===== src/design/window_defs.svh =====
// What this block does
// - Close source code 0..4 picks trigger or encoder; code 5 is FVAL falling edge.
// - Close mode 0 closes after the programmed count of complete lines, then rearms.
// - Close mode 1 waits for close trigger, finishes current line, closes, rearms.
// - Close mode 2 closes on size or trigger, whichever happens first.
// - Open conditioning: 0 rise, 1 fall, 2 high, 3 low, 4 either edge.
// - Open source code 0..4 picks trigger, encoder A, B, divider or quad.
// - Immediate open waits only for line sync, then opens line and word windows.
// - Trigger open waits for the conditioned source, then opens the windows.
// - Line sync 0: all data after opening belongs to the current line.
// - Line sync 1: data before start of line, taken from LVAL, is dropped.
// - Low half of line dimensions gives lines acquired per frame after skipping.
// - High half of line dimensions gives lines skipped after the window opens.
// - Low byte of line dimensions upper extends the line count by 8 bits.
// - Bits 23..16 of line dimensions upper extend the line skip by 8 bits.
// - Low half of word dimensions gives 16-byte words taken per line after skip.
// - High half of word dimensions gives 16-byte words skipped in each line.
// - Low byte of word dimensions upper extends the word count by 8 bits.
// - Bits 23..16 of word dimensions upper extend the word skip by 8 bits.
// - Close conditioning: 0 rise, 1 fall, 2 high, 3 low, 4 either edge.
// - 24-bit volume counter counts volumes; any write to its register clears it.
// - Clear mode: acquisition start, volume, sequence or line window start.
// - Update mode: continuous, or end of volume, sequence or line window.
`ifndef WINDOW_DEFS_SVH
`define WINDOW_DEFS_SVH

// ----------------------------------------------------------------------
// Register offsets
// ----------------------------------------------------------------------
`define OFS_LINE_CONTROL      8'h00
`define OFS_LINE_DIMS         8'h04
`define OFS_LINE_DIMS_UPPER   8'h08
`define OFS_WORD_DIMS         8'h0c
`define OFS_WORD_DIMS_UPPER   8'h10
`define OFS_VOLUME_COUNT      8'h14

// ----------------------------------------------------------------------
// Field positions and masks
// ----------------------------------------------------------------------
`define LSB_CLOSE_COND        0
`define LSB_CLOSE_SRC         4
`define LSB_CLOSE_MODE        8
`define LSB_OPEN_COND         12
`define LSB_OPEN_SRC          16
`define LSB_OPEN_MODE         20
`define LSB_LINE_SYNC         24
`define LSB_SIZE              0
`define LSB_SKIP              16
`define LSB_VOL_CLR_MODE      28
`define LSB_VOL_UPD_MODE      30
`define MASK_LINE_CONTROL     32'h0fffffff
`define MASK_DIMS_UPPER       32'h00ff00ff
`define SRC_FVAL_FALL         4'h5

// ----------------------------------------------------------------------
// Reset values
// ----------------------------------------------------------------------
`define RST_LINE_CONTROL      32'h00000000
`define RST_DIMS              32'h00000000
`define RST_VOLUME            24'h000000

`endif


===== src/design/window_pkg.sv =====
package window_pkg;

  typedef enum logic [1:0] {
    ST_IDLE,
    ST_WAIT_OPEN,
    ST_OPEN
  } state_t;

  typedef enum logic [3:0] {
    CLOSE_SIZE    = 4'h0,
    CLOSE_TRIGGER = 4'h1,
    CLOSE_EITHER  = 4'h2
  } close_mode_t;

  typedef enum logic [3:0] {
    COND_RISE   = 4'h0,
    COND_FALL   = 4'h1,
    COND_HIGH   = 4'h2,
    COND_LOW    = 4'h3,
    COND_EITHER = 4'h4
  } trig_cond_t;

endpackage


===== src/design/line_word_window.sv =====
// Design decisions made here: the register addresses and the address-and-strobe port.
`timescale 1ns/10ps
`include "window_defs.svh"
module line_word_window (
  input  wire logic         clk,              // System clock, 250 MHz
  input  wire logic         rst_b,            // Synchronous reset
  input  wire logic [7:0]   reg_addr,         // Register byte address
  input  wire logic [31:0]  reg_wdata,        // Register write data
  input  wire logic         reg_write,        // Write strobe
  input  wire logic         reg_read,         // Read strobe
  output logic      [31:0]  reg_rdata,        // Read data, cycle after the strobe
  input  wire logic         cam_fval,         // Camera frame valid pin
  input  wire logic         cam_lval,         // Camera line valid pin
  input  wire logic         cam_word_valid,   // Camera 16-byte word strobe pin
  input  wire logic [127:0] cam_word,         // Camera 16-byte data word
  input  wire logic         trig_in,          // Selected trigger source pin
  input  wire logic         enc_a_in,         // Selected encoder phase A pin
  input  wire logic         enc_b_in,         // Selected encoder phase B pin
  input  wire logic         enc_div_in,       // Selected encoder divider pin
  input  wire logic         enc_quad_in,      // Selected encoder quadrature pin
  input  wire logic         acq_enable,       // Frames remain to be acquired
  input  wire logic         acq_start,        // Acquisition start pulse
  input  wire logic         volume_start,     // Volume window start pulse
  input  wire logic         volume_end,       // Volume window end pulse
  input  wire logic         sequence_start,   // Frame sequence window start pulse
  input  wire logic         sequence_end,     // Frame sequence window end pulse
  output logic              line_window_open, // Line window is open
  output logic              word_window_open, // Word window is open
  output logic              word_out_valid,   // Acquired word strobe
  output logic      [127:0] word_out,         // Acquired word
  output logic              line_done,        // Acquired line finished pulse
  output logic              frame_done        // Line window closed pulse
);

  // ----------------------------------------------------------------------
  // Pin synchronisers
  // ----------------------------------------------------------------------
  logic [135:0] pins_sync;
  logic         fval_s;
  logic         lval_s;
  logic         wv_s;
  logic [4:0]   trig_s;
  logic [127:0] word_s;

  sync_bits #(
    .WIDTH    (136)
  ) u_pins (
    .clk      (clk),
    .rst_b    (rst_b),
    .async_in ({cam_fval, cam_lval, cam_word_valid, enc_quad_in, enc_div_in,
                enc_b_in, enc_a_in, trig_in, cam_word}),
    .sync_out (pins_sync)
  );

  assign fval_s = pins_sync[135];
  assign lval_s = pins_sync[134];
  assign wv_s   = pins_sync[133];
  assign trig_s = pins_sync[132:128];
  assign word_s = pins_sync[127:0];

  logic lval_q;
  logic lval_rise;
  logic lval_fall;

  assign lval_rise = lval_s & ~lval_q;
  assign lval_fall = ~lval_s & lval_q;

  // ----------------------------------------------------------------------
  // Registers
  // ----------------------------------------------------------------------
  logic [31:0] line_window_control;
  logic [31:0] line_window_dimensions;
  logic [31:0] line_window_dimensions_upper;
  logic [31:0] word_window_dimensions;
  logic [31:0] word_window_dimensions_upper;
  logic [23:0] volumes_acquired;
  logic [23:0] volume_running;
  logic [1:0]  volume_count_clear_mode;
  logic [1:0]  volume_count_update_mode;

  logic wr_ctrl;
  logic wr_ldim;
  logic wr_lup;
  logic wr_wdim;
  logic wr_wup;
  logic wr_vol;

  assign wr_ctrl = reg_write & (reg_addr == `OFS_LINE_CONTROL);
  assign wr_ldim = reg_write & (reg_addr == `OFS_LINE_DIMS);
  assign wr_lup  = reg_write & (reg_addr == `OFS_LINE_DIMS_UPPER);
  assign wr_wdim = reg_write & (reg_addr == `OFS_WORD_DIMS);
  assign wr_wup  = reg_write & (reg_addr == `OFS_WORD_DIMS_UPPER);
  assign wr_vol  = reg_write & (reg_addr == `OFS_VOLUME_COUNT);

  always_ff @(posedge clk) begin
    if (!rst_b) begin
      line_window_control          <= `RST_LINE_CONTROL;
      line_window_dimensions       <= `RST_DIMS;
      line_window_dimensions_upper <= `RST_DIMS;
      word_window_dimensions       <= `RST_DIMS;
      word_window_dimensions_upper <= `RST_DIMS;
      volume_count_clear_mode      <= 2'h0;
      volume_count_update_mode     <= 2'h0;
    end else begin
      if (wr_ctrl) line_window_control <= reg_wdata & `MASK_LINE_CONTROL;
      if (wr_ldim) line_window_dimensions <= reg_wdata;
      if (wr_lup) line_window_dimensions_upper <= reg_wdata & `MASK_DIMS_UPPER;
      if (wr_wdim) word_window_dimensions <= reg_wdata;
      if (wr_wup) word_window_dimensions_upper <= reg_wdata & `MASK_DIMS_UPPER;
      if (wr_vol) begin
        volume_count_clear_mode  <= reg_wdata[`LSB_VOL_CLR_MODE +: 2];
        volume_count_update_mode <= reg_wdata[`LSB_VOL_UPD_MODE +: 2];
      end
    end
  end

  // ----------------------------------------------------------------------
  // Field decode
  // ----------------------------------------------------------------------
  // Base field below, extension byte above it
  function automatic logic [23:0] widen(input logic [15:0] base, input logic [7:0] upper);
    widen = {upper, base};
  endfunction

  logic [3:0]  line_close_condition;
  logic [3:0]  line_close_source;
  logic [3:0]  line_close_mode;
  logic [3:0]  line_open_condition;
  logic [3:0]  line_open_source;
  logic        line_open_on_trigger;
  logic        line_sync_on;
  logic [23:0] lines_to_take;
  logic [23:0] lines_to_skip;
  logic [23:0] words_to_take;
  logic [23:0] words_to_skip;

  assign line_close_condition = line_window_control[`LSB_CLOSE_COND +: 4];
  assign line_close_source    = line_window_control[`LSB_CLOSE_SRC +: 4];
  assign line_close_mode      = line_window_control[`LSB_CLOSE_MODE +: 4];
  assign line_open_condition  = line_window_control[`LSB_OPEN_COND +: 4];
  assign line_open_source     = line_window_control[`LSB_OPEN_SRC +: 4];
  // Any nonzero open mode is taken as trigger mode
  assign line_open_on_trigger = |line_window_control[`LSB_OPEN_MODE +: 4];
  // Only code 1 enforces start of line; other codes behave as no sync
  assign line_sync_on = (line_window_control[`LSB_LINE_SYNC +: 4] == 4'h1);

  assign lines_to_take = widen(line_window_dimensions[`LSB_SIZE +: 16],
                               line_window_dimensions_upper[`LSB_SIZE +: 8]);
  assign lines_to_skip = widen(line_window_dimensions[`LSB_SKIP +: 16],
                               line_window_dimensions_upper[`LSB_SKIP +: 8]);
  assign words_to_take = widen(word_window_dimensions[`LSB_SIZE +: 16],
                               word_window_dimensions_upper[`LSB_SIZE +: 8]);
  assign words_to_skip = widen(word_window_dimensions[`LSB_SKIP +: 16],
                               word_window_dimensions_upper[`LSB_SKIP +: 8]);

  // ----------------------------------------------------------------------
  // Trigger conditioning
  // ----------------------------------------------------------------------
  logic open_hit;
  logic close_hit;

  trigger_condition u_open_trig (
    .clk     (clk),
    .rst_b   (rst_b),
    .sources ({fval_s, trig_s}),
    .source  (line_open_source),
    .cond    (line_open_condition),
    .hit     (open_hit)
  );

  trigger_condition u_close_trig (
    .clk     (clk),
    .rst_b   (rst_b),
    .sources ({fval_s, trig_s}),
    .source  (line_close_source),
    .cond    (line_close_condition),
    .hit     (close_hit)
  );

  // ----------------------------------------------------------------------
  // Line window sequencing
  // ----------------------------------------------------------------------
  window_pkg::state_t state;
  window_pkg::state_t next_state;

  logic        in_line;
  logic        close_pending;
  logic [23:0] line_index;
  logic [23:0] lines_got;
  logic [23:0] word_index;

  logic open_ready;
  logic opening;
  logic live;
  logic line_active;
  logic line_wanted;
  logic line_end;
  logic size_reached;
  logic trig_close;
  logic closing;
  logic word_in_range;
  logic word_take;

  // Immediate open still waits for a start of line when line sync is on
  assign open_ready = line_open_on_trigger ? open_hit
                                           : (!line_sync_on | lval_rise);
  assign opening    = (state == window_pkg::ST_WAIT_OPEN) & acq_enable & open_ready;
  // Opening is live in the same cycle so a word beside the start of line is kept
  assign live       = (state == window_pkg::ST_OPEN) | opening;

  assign line_active = line_sync_on ? (in_line | lval_rise) : 1'b1;
  assign line_wanted = (line_index >= lines_to_skip);
  assign line_end    = (state == window_pkg::ST_OPEN) & lval_fall & (in_line | !line_sync_on);

  assign size_reached = line_end & line_wanted &
                        ((lines_got + 24'h000001) >= lines_to_take);
  // A close trigger between lines closes at once: that gap is the boundary
  assign trig_close   = (close_hit | close_pending) & (line_end | !lval_s);

  always_comb begin
    closing = 1'b0;
    if (state == window_pkg::ST_OPEN) begin
      case (line_close_mode)
        window_pkg::CLOSE_SIZE:    closing = size_reached;
        window_pkg::CLOSE_TRIGGER: closing = trig_close;
        window_pkg::CLOSE_EITHER:  closing = size_reached | trig_close;
        default:                   closing = size_reached;
      endcase
    end
  end

  always_comb begin
    next_state = state;
    case (state)
      window_pkg::ST_IDLE: begin
        if (acq_enable) next_state = window_pkg::ST_WAIT_OPEN;
      end
      window_pkg::ST_WAIT_OPEN: begin
        if (!acq_enable) next_state = window_pkg::ST_IDLE;
        else if (opening) next_state = window_pkg::ST_OPEN;
      end
      window_pkg::ST_OPEN: begin
        // After a close, rearm only while more frames are wanted
        if (closing) begin
          next_state = acq_enable ? window_pkg::ST_WAIT_OPEN : window_pkg::ST_IDLE;
        end
      end
      default: next_state = window_pkg::ST_IDLE;
    endcase
  end

  always_ff @(posedge clk) begin
    if (!rst_b) begin
      state         <= window_pkg::ST_IDLE;
      lval_q        <= 1'b0;
      in_line       <= 1'b0;
      close_pending <= 1'b0;
      line_index    <= 24'h000000;
      lines_got     <= 24'h000000;
    end else begin
      state  <= next_state;
      lval_q <= lval_s;
      if (!live | closing | lval_fall) in_line <= 1'b0;
      else if (lval_rise) in_line <= 1'b1;
      if (opening | closing) close_pending <= 1'b0;
      else if ((state == window_pkg::ST_OPEN) & close_hit) close_pending <= 1'b1;
      if (opening) begin
        line_index <= 24'h000000;
        lines_got  <= 24'h000000;
      end else if (line_end) begin
        line_index <= line_index + 24'h000001;
        if (line_wanted) lines_got <= lines_got + 24'h000001;
      end
    end
  end

  // ----------------------------------------------------------------------
  // Word window
  // ----------------------------------------------------------------------
  assign word_in_range = (word_index >= words_to_skip) &
                         ((word_index - words_to_skip) < words_to_take);
  assign word_take     = live & line_active & line_wanted & word_in_range & wv_s;

  always_ff @(posedge clk) begin
    if (!rst_b) begin
      word_index <= 24'h000000;
    end else if (opening | line_end | lval_fall) begin
      word_index <= 24'h000000;
    end else if (live & line_active & wv_s) begin
      word_index <= word_index + 24'h000001;
    end
  end

  // ----------------------------------------------------------------------
  // Volume counter
  // ----------------------------------------------------------------------
  logic        vol_clear_evt;
  logic        vol_update_evt;
  logic [23:0] next_volume;

  assign vol_clear_evt = (volume_count_clear_mode == 2'h0) ? acq_start :
                         (volume_count_clear_mode == 2'h1) ? volume_start :
                         (volume_count_clear_mode == 2'h2) ? sequence_start : opening;
  assign vol_update_evt = (volume_count_update_mode == 2'h0) ? 1'b1 :
                          (volume_count_update_mode == 2'h1) ? volume_end :
                          (volume_count_update_mode == 2'h2) ? sequence_end : closing;
  // A volume ending in the clearing cycle still counts: the set wins
  assign next_volume = (vol_clear_evt | wr_vol) ? {23'h000000, volume_end}
                                                : volume_running + {23'h000000, volume_end};

  always_ff @(posedge clk) begin
    if (!rst_b) begin
      volume_running   <= `RST_VOLUME;
      volumes_acquired <= `RST_VOLUME;
    end else begin
      volume_running <= next_volume;
      if (vol_update_evt | wr_vol) volumes_acquired <= next_volume;
    end
  end

  // ----------------------------------------------------------------------
  // Read port and outputs
  // ----------------------------------------------------------------------
  logic [31:0] rd_mux;

  assign rd_mux =
    (reg_addr == `OFS_LINE_CONTROL)    ? line_window_control :
    (reg_addr == `OFS_LINE_DIMS)       ? line_window_dimensions :
    (reg_addr == `OFS_LINE_DIMS_UPPER) ? line_window_dimensions_upper :
    (reg_addr == `OFS_WORD_DIMS)       ? word_window_dimensions :
    (reg_addr == `OFS_WORD_DIMS_UPPER) ? word_window_dimensions_upper :
    (reg_addr == `OFS_VOLUME_COUNT)    ? {volume_count_update_mode, volume_count_clear_mode,
                                          4'h0, volumes_acquired} :
                                         32'h00000000;

  always_ff @(posedge clk) begin
    if (!rst_b) begin
      reg_rdata        <= 32'h00000000;
      line_window_open <= 1'b0;
      word_window_open <= 1'b0;
      word_out_valid   <= 1'b0;
      word_out         <= 128'h0;
      line_done        <= 1'b0;
      frame_done       <= 1'b0;
    end else begin
      reg_rdata        <= reg_read ? rd_mux : 32'h00000000;
      line_window_open <= (next_state == window_pkg::ST_OPEN);
      word_window_open <= live & !closing & line_active & line_wanted & word_in_range;
      word_out_valid   <= word_take;
      if (word_take) word_out <= word_s;
      line_done        <= line_end & line_wanted;
      frame_done       <= closing;
    end
  end

endmodule


===== src/design/sync_bits.sv =====
`timescale 1ns/10ps
module sync_bits #(
  parameter int WIDTH = 1
) (
  input  wire logic             clk,      // System clock
  input  wire logic             rst_b,    // Synchronous reset
  input  wire logic [WIDTH-1:0] async_in, // Pins from outside the clock domain
  output logic      [WIDTH-1:0] sync_out  // Same pins, two flops later
);

  logic [WIDTH-1:0] stage1;

  always_ff @(posedge clk) begin
    if (!rst_b) begin
      stage1   <= '0;
      sync_out <= '0;
    end else begin
      stage1   <= async_in;
      sync_out <= stage1;
    end
  end

endmodule


===== src/design/trigger_condition.sv =====
`timescale 1ns/10ps
`include "window_defs.svh"
module trigger_condition (
  input  wire logic       clk,      // System clock
  input  wire logic       rst_b,    // Synchronous reset
  input  wire logic [5:0] sources,  // Synchronised trigger sources, bit 5 is FVAL
  input  wire logic [3:0] source,   // Source select code
  input  wire logic [3:0] cond,     // Conditioning code
  output logic            hit       // Condition met this cycle
);

  logic [5:0] prev;
  logic       level;
  logic       was;

  // Unknown source codes read as low, so they fire only under the low condition
  assign level = (source < 4'h6) ? sources[source[2:0]] : 1'b0;
  assign was   = (source < 4'h6) ? prev[source[2:0]] : 1'b0;

  always_ff @(posedge clk) begin
    if (!rst_b) begin
      prev <= '0;
    end else begin
      prev <= sources;
    end
  end

  always_comb begin
    hit = 1'b0;
    if (source == `SRC_FVAL_FALL) begin
      hit = was & ~level;
    end else begin
      case (cond)
        window_pkg::COND_RISE:   hit = level & ~was;
        window_pkg::COND_FALL:   hit = ~level & was;
        window_pkg::COND_HIGH:   hit = level;
        window_pkg::COND_LOW:    hit = ~level;
        window_pkg::COND_EITHER: hit = level ^ was;
        default:                 hit = 1'b0;
      endcase
    end
  end

endmodule


===== config.mk =====
export PLATFORM = sky130hd
export DESIGN_NAME = line_word_window
export DESIGN_NICKNAME = d
export VERILOG_FILES = /design/src/design/window_pkg.sv /design/src/design/line_word_window.sv /design/src/design/sync_bits.sv /design/src/design/trigger_condition.sv
export VERILOG_INCLUDE_DIRS = /design/src /design/src/design
export SDC_FILE = /design/constraint.sdc
export NUM_CORES = 1
export LEC_CHECK = 0
export ABC_CLOCK_PERIOD_IN_PS = 12100
export BUFFER_PORTS_ARGS = -buffer_cell sky130_fd_sc_hd__buf_2
export CAP_MARGIN = 20
export CELL_PAD_IN_SITES_DETAIL_PLACEMENT = 0
export CELL_PAD_IN_SITES_GLOBAL_PLACEMENT = 1
export CORE_MARGIN = 3
export CORE_UTILIZATION = 48
export DETAILED_ROUTE_END_ITERATION = 10
export HOLD_SLACK_MARGIN = 0.1
export PLACE_DENSITY_LB_ADDON = 0.1
export SETUP_SLACK_MARGIN = 0.3
export SYNTH_ARGS = -nofsm -noshare
export SYNTH_HDL_FRONTEND = slang
export SYNTH_SLANG_ARGS = --single-unit

===== constraint.sdc =====
create_clock -name clk -period 12.1 [get_ports clk]
set_input_delay 3.63 -clock clk [delete_from_list [all_inputs] [get_ports clk]]
set_output_delay 3.63 -clock clk [all_outputs]
set_load 0.03 [all_outputs]

==> Yosys cells after proc, flatten, opt, wreduce, memory -nomap -nowiden <==
Cells that the tools add are included.
{ "word_totals": {"register_bits": 696, "inputBits": 186, "output_inout_bits": 165, "elab_cells": 176} }
{ "op_classes": {"n_addsub": 5, "order_cmp": 8, "eq_ne": 25, "muxes": 39, "n_bitwise": 54, "reduce_logical": 18} }
{ "ops": {"columns": ["cell", "count"], "rows": [
  ["$mux 32", 5],
  ["$add 24x1->24 const B", 3],
  ["$ge 24x24->1", 3],
  ["$and 1x1->1", 30],
  ["$mux 28", 1],
  ["$add 24x1->24", 1],
  ["$lt 24x24->1", 1],
  ["$mux 24", 1],
  ["$sub 24x24->24", 1],
  ["$eq 4x2->1 const B", 5],
  ["$mux 1", 20],
  ["$eq 4x1->1 const B", 4],
  ["$eq 4x3->1 const B", 4],
  ["$eq 8x4->1 const B", 2],
  ["$eq 8x5->1 const B", 2],
  ["$or 1x1->1", 14],
  ["$bmux 1 s3", 4],
  ["$pmux 1 s5", 2],
  ["$reduce_or 2->1", 5],
  ["$eq 2x2->1 const B", 4],
  ["$eq 8x3->1 const B", 1],
  ["$logic_not 4->1", 2],
  ["$logic_not 8->1", 1],
  ["$lt 3x4->1 const B", 2],
  ["other kinds (11)", 31]
]} }

==> Logic depth before layout (Yosys ltp) <==
Gate-level depths: netlist of run 1.
{ "depth": {"depth_word": 17, "depth_mapped": 23, "ltp_nobuf": 21} }

==> Modules after synthesis <==
A second synthesis of run 1 with hierarchy kept.
{ "unflattened": {"cells_unflattened": 3105, "hier_area_um2": 28711.3} }
{ "by_module_without_submodules": {"columns": ["module", "n_inst", "cells_each", "area_each_um2", "seq_area_each_um2"], "rows": [
  ["line_word_window", 1, 2433, 20433.3, 8368.0],
  ["sync_bits", 1, 574, 7359.6, 5445.2],
  ["trigger_condition", 2, 49, 459.2, 120.1]
]} }

==> Worst setup path before layout of run 1 <==
No wires, ideal clock.
{ "synth_path": {"path_kind": "input port to flip-flop", "from": "input port reg_addr[5]", "to": "register volumes_acquired[13]", "setup_time_ns": 0.123, "arrival_time_ns": 5.552, "slack_ns": 6.425, "stages": 8, "n_path_buf": 1, "cell_sequence": "or4_1 nor3_1 and2_1 nand3_1 o211ai_1 buf_2 nor2_1 mux2_1"} }
{ "synth_via": {"elab_chain_len": 4} }
{ "synth_lines": {"columns": ["item", "line_no", "text"], "rows": [
  ["start: declaration", "line_word_window.sv:7", "input wire logic [7:0] reg_addr,"],
  ["$eq 8x5->1 (no line) (*)", null, null],
  ["$and 1x1->1 (*)", "line_word_window.sv:93", "assign wr_vol = reg_write & (reg_addr == `OFS_VOLUME_COUNT);"],
  ["$or 1x1->1", "line_word_window.sv:308", "assign next_volume = (vol_clear_evt | wr_vol) ? {23'h000000, volume_end}"],
  ["$mux 24", "line_word_window.sv:308", null],
  ["end signal: assignment", "line_word_window.sv:314", "volumes_acquired <= `RST_VOLUME;"],
  ["end signal: assignment", "line_word_window.sv:317", "if (vol_update_evt | wr_vol) volumes_acquired <= next_volume;"],
  ["end: declaration", "line_word_window.sv:76", "logic [23:0] volumes_acquired;"]
]} }
Mark *: on every way between the ends. The rest lies on a longest branch, timed or not.
A chain may end at the register's enable or synchronous reset.

==> Final worst setup path of run 1 <==
{ "layout_path": {"from": "input port reg_addr[5]", "to": "register volumes_acquired[21]"} }
Same word-level chain as after synthesis.

==> out/summary.txt, run 1 <==
Final WL -> 76940 um
Die area -> 62510 um^2
Yosys top cell by area -> dfxtp_1
RSZ-0062 raised after global routing -> no
Clk slew on worst S/H paths -> 60 ps
Vias -> 21.74k
Synth async-reset ratio -> 0%
Outcome -> complete, no violations
Synthesized net count -> 3377
Synth Warn # -> 0
Worst R2R Path Depth -> 20
Post-CTS sizing -> 0
Slowest CP cell -> nand3_1
Placement Setup Slack -> 5401 ps
FF-to-FF Start -> word_index[0]
Power per Cell Area -> 144.3 nW/um^2
TritonCTS clock tree -> done
Layout area overhead -> 16.16%
Setup violators final -> 0
Synth top area cells -> dfxtp_1 49%, nand2_1 7.9%, and2_1 6.6%
TritonCTS Buffers -> 73
Max-slew violation count -> 0
Flops & latches, synth -> 696
CP endpoint kind -> flip-flop
Post-CTS Setup Bufs -> 0
Critical-path maximum fanout -> 23
Slew HR -> 18.76%
Hold path startpoint -> u_pins.stage1[79]
Post-Layout Cell Count -> 4187
Crit Path Category -> primary input to flip-flop
Ys flop type -> dfxtp_1
Placement Cell Area -> 30690 um^2
Slew at the pin closest to its max-slew limit -> 1208 ps
Post-route ant nets -> 0
Post-route setup slack -> 5976 ps
Detail Placement HPWL -> 55480 um
Part of the cycle the worst path needs -> 50.61%
Core Region -> 58250 um^2
Post-synth EDFFs -> 0
Most frequent cell after synthesis -> dfxtp_1
Cell variety after synth -> 77
Total clock sinks -> 696
Leakage -> 13.23 nW
Syn Area/Cell -> 9.262 um^2
Tot GR Track Use -> 23.80%
Syn Inst Count -> 3086
CP cell instances -> buf_2 -> or4_1 -> nor3_1 -> and2_1 -> nand3_1 -> o211ai_1 -> buf_4 -> nor2_1 -> mux2_1
Maxcap violations -> 0
Mapped cell area -> 28580 um^2
Hold Path Stages -> 1
GRT overflow -> 0
Initial Util -> 49.07%
Post-Place Cells -> 4052
CP Data Required Time -> 12590 ps
Hold Buf Count CTS -> 0
Share of cells above drive strength 1 -> 15.30%
Final hold viol count -> 0
CTS Buffer Depth -> 3
Root buf cell -> clkbuf_16
DRT iter0 DRCs -> 1524
Drt wl/cell -> 18.38 um
RePlAce Congestion -> 0.8827
Arr. time, crit path -> 6620 ps
R2R setup slack -> 6270 ps
Vert. Die Dim -> 250.0 um
# fillers -> 5174
Top cells by count, synth -> 696 x dfxtp_1, 603 x nand2_1, 300 x and2_1
Worst skew pair latency -> 630 ps
Post-layout min period -> 6124 ps
Critical path buffers and inverters -> 2
Hold Path Sink -> u_pins.sync_out[79]
Max Clk Rate -> 0.1633 GHz
Antenna violations before repair -> 16
Setup_tns -> 0 ps
DRT Pass-1 Iters -> 5
Port Buffers -> 350
Max Clock Skew -> 33.71 ps
Final Cell Area -> 33200 um^2
Pin count of the biggest net entering global routing -> 297
Top Ports -> 351
Critical path origin -> reg_addr[5]
Vias in the first global route -> 20.65k
Vias per cell -> 5.193
Yosys top cell area share -> 48.75%
Worst path top cell family by delay -> simple AND/OR/NAND/NOR gates
RR Endpoint -> word_out[56]
# rows -> 88
Chip Width -> 250.0 um
Crit start category -> primary input
Max stage delay on crit path -> 610 ps
HP Class -> flip-flop to flip-flop
Drt drc -> 0
H-tree depth -> 3
First-pass GRT wire length -> 117300 um
Final #Nets -> 3655
Worst VDD drop -> 100.9 uV
Sequential area share after synthesis -> 48.75%
-- metal layers --
| metal | global-route usage (%) | vias up | share of wire, % |
|---|---|---|---|
| met3 | 7.065 | 148 | 7.8 |
| met2 | 38.21 | 599 | 45 |
| met1 | 30.56 | 10160 | 43 |
| met5 | 0 | - | 0.18 |
| li1 | - | 10810 | - |
| met4 | 8.258 | 22 | 3.4 |
-- where the power goes --
group	switching, mW	internal, mW
clock network	0.933	1.35
logic	0.0964	0.0677
registers	0.0115	2.34
-- through the flow --
step                      utilization [%]  hold WS [ps]  power [mW]
final                               57.00         408.4       4.792
after global placement              52.69         413.0       2.560
after CTS                           56.92         412.5       4.849
after floorplan                         -         411.9       2.494
after global routing                56.98         432.3       4.957
after detailed placement            52.69         416.9       2.564
-- worst reg2reg max path, delay by kind of cell, from the launching register on --
| kind | cells | cell delay (ps) |
|---|---|---|
| xor gates and xnor gates | 1 | 140 |
| and+or+nand+nor | 6 | 1230 |
| DFF | 1 | 420 |
| adders and majority gates | 3 | 830 |
| AOI/OAI and AO/OA | 6 | 1760 |
| buffers and inverters | 3 | 740 |
| muxes | 1 | 620 |
-- logic make-up after synthesis --
family	after synthesis	share of synthesized area, %
buffers and inverters	288	4.347
flip-flops	696	48.75
XOR/XNOR	130	3.984
multiplexers	187	6.842
AO/OA/AOI/OAI	411	10.36
adder cells (fa/ha/maj)	105	4.623
AND/OR/NAND/NOR	1269	21.10
-- state kept, by name, indices dropped and copies added, names as in the netlist, 28 cells and up --
| name | count |
|---|---|
| word_out | 128 |
| reg_rdata | 32 |
| word_window_dimensions | 32 |
| line_window_control | 28 |
| line_window_dimensions | 32 |
| u_pins.sync_out | 136 |
| u_pins.stage1 | 136 |
-- placed cells by master, fill, tap and decap left out, types with 8 or more instances in the layout --
master,instances
o21a_1,11
ha_1,104
a211oi_1,14
nand2_1,603
and3_1,39
mux2i_1,156
a21o_1,19
a21oi_1,77
clkbuf_1,18
a21boi_0,99
and2_1,300
xor2_1,64
mux2_1,21
a31oi_1,8
clkbuf_8,20
a22oi_1,16
o211ai_1,20
nand2b_1,13
o21ai_0,49
nor3_1,22
nand3_1,54
buf_4,16
nand4_1,21
buf_2,349
inv_1,120
a222oi_1,16
a21boi_1,30
a2111oi_2,13
xnor2_1,66
nor2b_1,19
clkbuf_16,74
nor2_1,153
dfxtp_1,696
-- area by class of cell --
| class | instances | area, um^2 | area share, % |
|---|---|---|---|
| clock inverters | 17 | 270.3 | 0.8141 |
| repair buffers | 369 | 1949 | 5.872 |
| flip-flops and latches | 696 | 13930 | 41.97 |
| diodes | 4 | 10.01 | 0.03015 |
| clock buffers | 112 | 2195 | 6.610 |
| multi-input cells | 2102 | 13430 | 40.44 |
| well taps | 765 | 957.2 | 2.883 |
| inverters | 122 | 457.9 | 1.379 |
-- worst max path at each step --
stage | end | slack, ps | cells past startpoint
4_1_cts | volumes_acquired[5] | 6040 | 9
6_report | volumes_acquired[21] | 5980 | 9
2_1_floorplan | volumes_acquired[13] | 6420 | 8
3_3_place_gp | volumes_acquired[8] | 5590 | 9
3_5_place_dp | volumes_acquired[5] | 5400 | 9
5_1_grt | line_window_control[26] | 5830 | 8
Note: power is estimated with default switching activity, not from simulation.
==> run 2, diff against run 1 <==
Settings changed: ABC_AREA set to 1, ABC_CLOCK_PERIOD_IN_PS 12100 to 6100, CORE_UTILIZATION 48 to 43.
Clock period 12.1 ns to 6.1 ns, I/O delays scaled along.
==> run 2 against run 1 <==
- worst setup slack got worse by 4700 ps
- clock skew grew 9.2 ps
- non-clock buffer count is 1 higher
- combinational power rose to 2.7 times the previous value
==> out/summary.txt, run 2 <==
Most frequent cell after synthesis -> dfxtp_1
Setup_tns -> 0 ps (unchanged)
Final WL -> 79250 um (+3.0%)
Worst VDD drop -> 205.0 uV (+100%)
Worst skew pair latency -> 630 ps (about the same)
Chip Width -> 261.8 um (+4.7%)
Final Cell Area -> 33110 um^2 (-0.26%)
Synth Warn # -> 0 (unchanged)
Vert. Die Dim -> 261.8 um (+4.7%)
# rows -> 93 (+5.7%)
Cell mode on critical path -> a21oi_1
Crit Path Category -> flip-flop to flip-flop
Core Region -> 64580 um^2 (+11%)
Post-CTS sizing -> 0 (unchanged)
Tot GR Track Use -> 22.64% (-1.2 points)
Leakage -> 15.93 nW (+20%)
DRT iter0 DRCs -> 1627 (+6.8%)
H-tree depth -> 3 (unchanged)
TritonCTS clock tree -> done
Post-synth EDFFs -> 0 (unchanged)
Highest-count cells in the layout ignoring fill and taps -> 696 x dfxtp_1, 690 x inv_1, 608 x nand2_1
Pin count of the biggest net entering global routing -> 250 (-16%)
Top cells by count, synth -> 696 x dfxtp_1, 690 x inv_1, 608 x nand2_1
Drt wl/cell -> 16.49 um (-10%)
Mapped cell area -> 28150 um^2 (-1.5%)
Yosys top cell by area -> dfxtp_1
Top flop regs -> u_pins.stage1 (136), u_pins.sync_out (136), word_out (128)
Share of cells above drive strength 1 -> 13.93% (-1.4 points)
Slew at the pin closest to its max-slew limit -> 1174 ps (-33.07 ps)
Total clock sinks -> 696 (unchanged)
Synth top area cells -> dfxtp_1 50%, inv_1 9.2%, nand2_1 8.1%
Root buf cell -> clkbuf_16
Port Buffers -> 350 (unchanged)
Max stage delay on crit path -> 590 ps (-20 ps)
Vias in the first global route -> 20.95k (+1.5%)
Max Clock Skew -> 42.93 ps (+9.221 ps)
Maxcap violations -> 0 (unchanged)
RePlAce Congestion -> 0.8791 (-0.41%)
Syn Area/Cell -> 7.838 um^2 (-15%)
Post-layout min period -> 4848 ps
Power per Cell Area -> 300.2 nW/um^2 (+110%)
Initial Util -> 43.58% (-5.5 points)
Worst path top cell family by delay -> compound AO/OA/AOI/OAI gates
Synth async-reset ratio -> 0% (unchanged)
Flops & latches, synth -> 696 (unchanged)
Max Clk Rate -> 0.2063 GHz
Max-slew violation count -> 0 (unchanged)
Hold slack final -> 403.0 ps (-5.411 ps)
Layout area overhead -> 17.64%
Drt drc -> 0 (unchanged)
Arr. time, crit path -> 5390 ps (-1230 ps)
Slowest CP cell -> buf_4
Clk slew on worst S/H paths -> 60 ps (about the same)
CP cell instances -> inv_1 -> ha_1 -> a21oi_1 -> o21ai_0 -> a21oi_1 -> o21bai_1 -> a21oi_1 -> inv_1 -> a21oi_1 -> o21ai_0 -> xor2_1 -> ha_1 -> nand4_1 -> nor3_1 -> o21ai_0 -> a21oi_1 -> nor2_2 -> nand3_4 -> buf_4 -> o21ai_0 -> a21oi_1
Top Ports -> 351 (unchanged)
CP Data Required Time -> 6640 ps (-5950 ps)
Antenna violations before repair -> 9 (-7)
CP endpoint kind -> flip-flop
R2R setup slack -> 1250 ps (-5020 ps)
Critical path buffers and inverters -> 3 (+1)
First-pass GRT wire length -> 121200 um (+3.3%)
Setup violators final -> 0 (unchanged)
Die area -> 68560 um^2 (+9.7%)
Commonest non-fill, non-tap cell in the layout -> dfxtp_1
Outcome -> complete, no violations
Sequential area share after synthesis -> 49.50% (+0.75 points)
Ys flop type -> dfxtp_1
CTS Buffer Depth -> 3 (unchanged)
Vias per cell -> 4.800 (-7.6%)
Slew HR -> 21.70% (+2.9 points)
Cell variety after synth -> 55 (-29%)
Post-route ant nets -> 0 (unchanged)
Vias -> 23.07k (+6.1%)
Placement Cell Area -> 30400 um^2 (-0.96%)
Crit start category -> flip-flop
Final hold viol count -> 0 (unchanged)
RSZ-0062 raised after global routing -> no
Synthesized net count -> 3882 (+15%)
Final #Nets -> 4178 (+14%)
Syn Inst Count -> 3591 (+16%)
HP Class -> flip-flop to flip-flop
Hold Buf Count CTS -> 0 (unchanged)
Part of the cycle the worst path needs -> 79.47%
Critical-path maximum fanout -> 66 (+190%)
Post-CTS Setup Bufs -> 0 (unchanged)
DRT Pass-1 Iters -> 5 (unchanged)
GRT overflow -> 0 (unchanged)
Yosys top cell area share -> 49.50% (+0.75 points)
TritonCTS Buffers -> 77 (+5.5%)
Detail Placement HPWL -> 57660 um (+3.9%)
[run 2: cells by family after synthesis]
| group | count (synthesis) | share of synthesized area (%) |
|---|---|---|
| adder cells (fa/ha/maj) | 105 | 4.694 |
| AO/OA/AOI/OAI | 828 | 15.55 |
| buffers and inverters | 857 | 12.04 |
| XOR/XNOR | 84 | 2.614 |
| AND/OR/NAND/NOR | 1021 | 15.60 |
| flip-flops | 696 | 49.50 |
[run 2: layout make-up]
type	instances	area, um^2
diodes	4	10.01
clock inverters	31	451.7
well taps	855	1070
clock buffers	109	2227
inverters	704	2643
flip-flops and latches	696	13930
repair buffers	370	1944
multi-input cells	2038	10830
fillers	6423	31470
[run 2: report_power, final]
part / total [mW] / switching [mW] / internal (mW)
Clock: 4.82 / 1.95 / 2.87
Combinational: 0.438 / 0.292 / 0.146
Sequential: 4.68 / 0.0302 / 4.65
Total: 9.94 / 2.27 / 7.67
[run 2: metrics by stage]
| stage | worst slack, ps | util (%) | cells | power (mW) |
|---|---|---|---|---|
| after global placement | 1334 | 47.07 | 4662 | 5.214 |
| after CTS | 1299 | 51.21 | 4802 | 10.07 |
| after global routing | 618.1 | 51.26 | 4804 | 10.32 |
| after detailed placement | 1288 | 47.07 | 4662 | 5.216 |
| after floorplan | 2506 | - | 3591 | 5.040 |
| final | 1252 | 51.27 | 4807 | 9.940 |
[run 2: worst paths after layout]
kind | startpoint | endpoint | cells past startpoint
worst max-delay path | word_window_dimensions[18] | word_out[33] | 21
worst min-delay path | u_pins.stage1[3] | u_pins.sync_out[3] | 2
worst max register to register | word_window_dimensions[18] | word_out[33] | 21
worst min register to register | u_pins.stage1[3] | u_pins.sync_out[3] | 2
[run 2: routing by layer]
metal	up-vias	track usage (%)	wire length, um
li1	11970	-	-
met1	10400	30.78	36560
met2	577	36.19	35480
met3	115	5.493	5450
met4	10	5.667	1685
met5	-	0	72
[run 2: tightest hold or removal path: cells and delay by family (launching register included)]
kind / cells / cell delay [ps]
flops: 1 / 300
simple gates: 1 / 40
buf+inv: 1 / 40
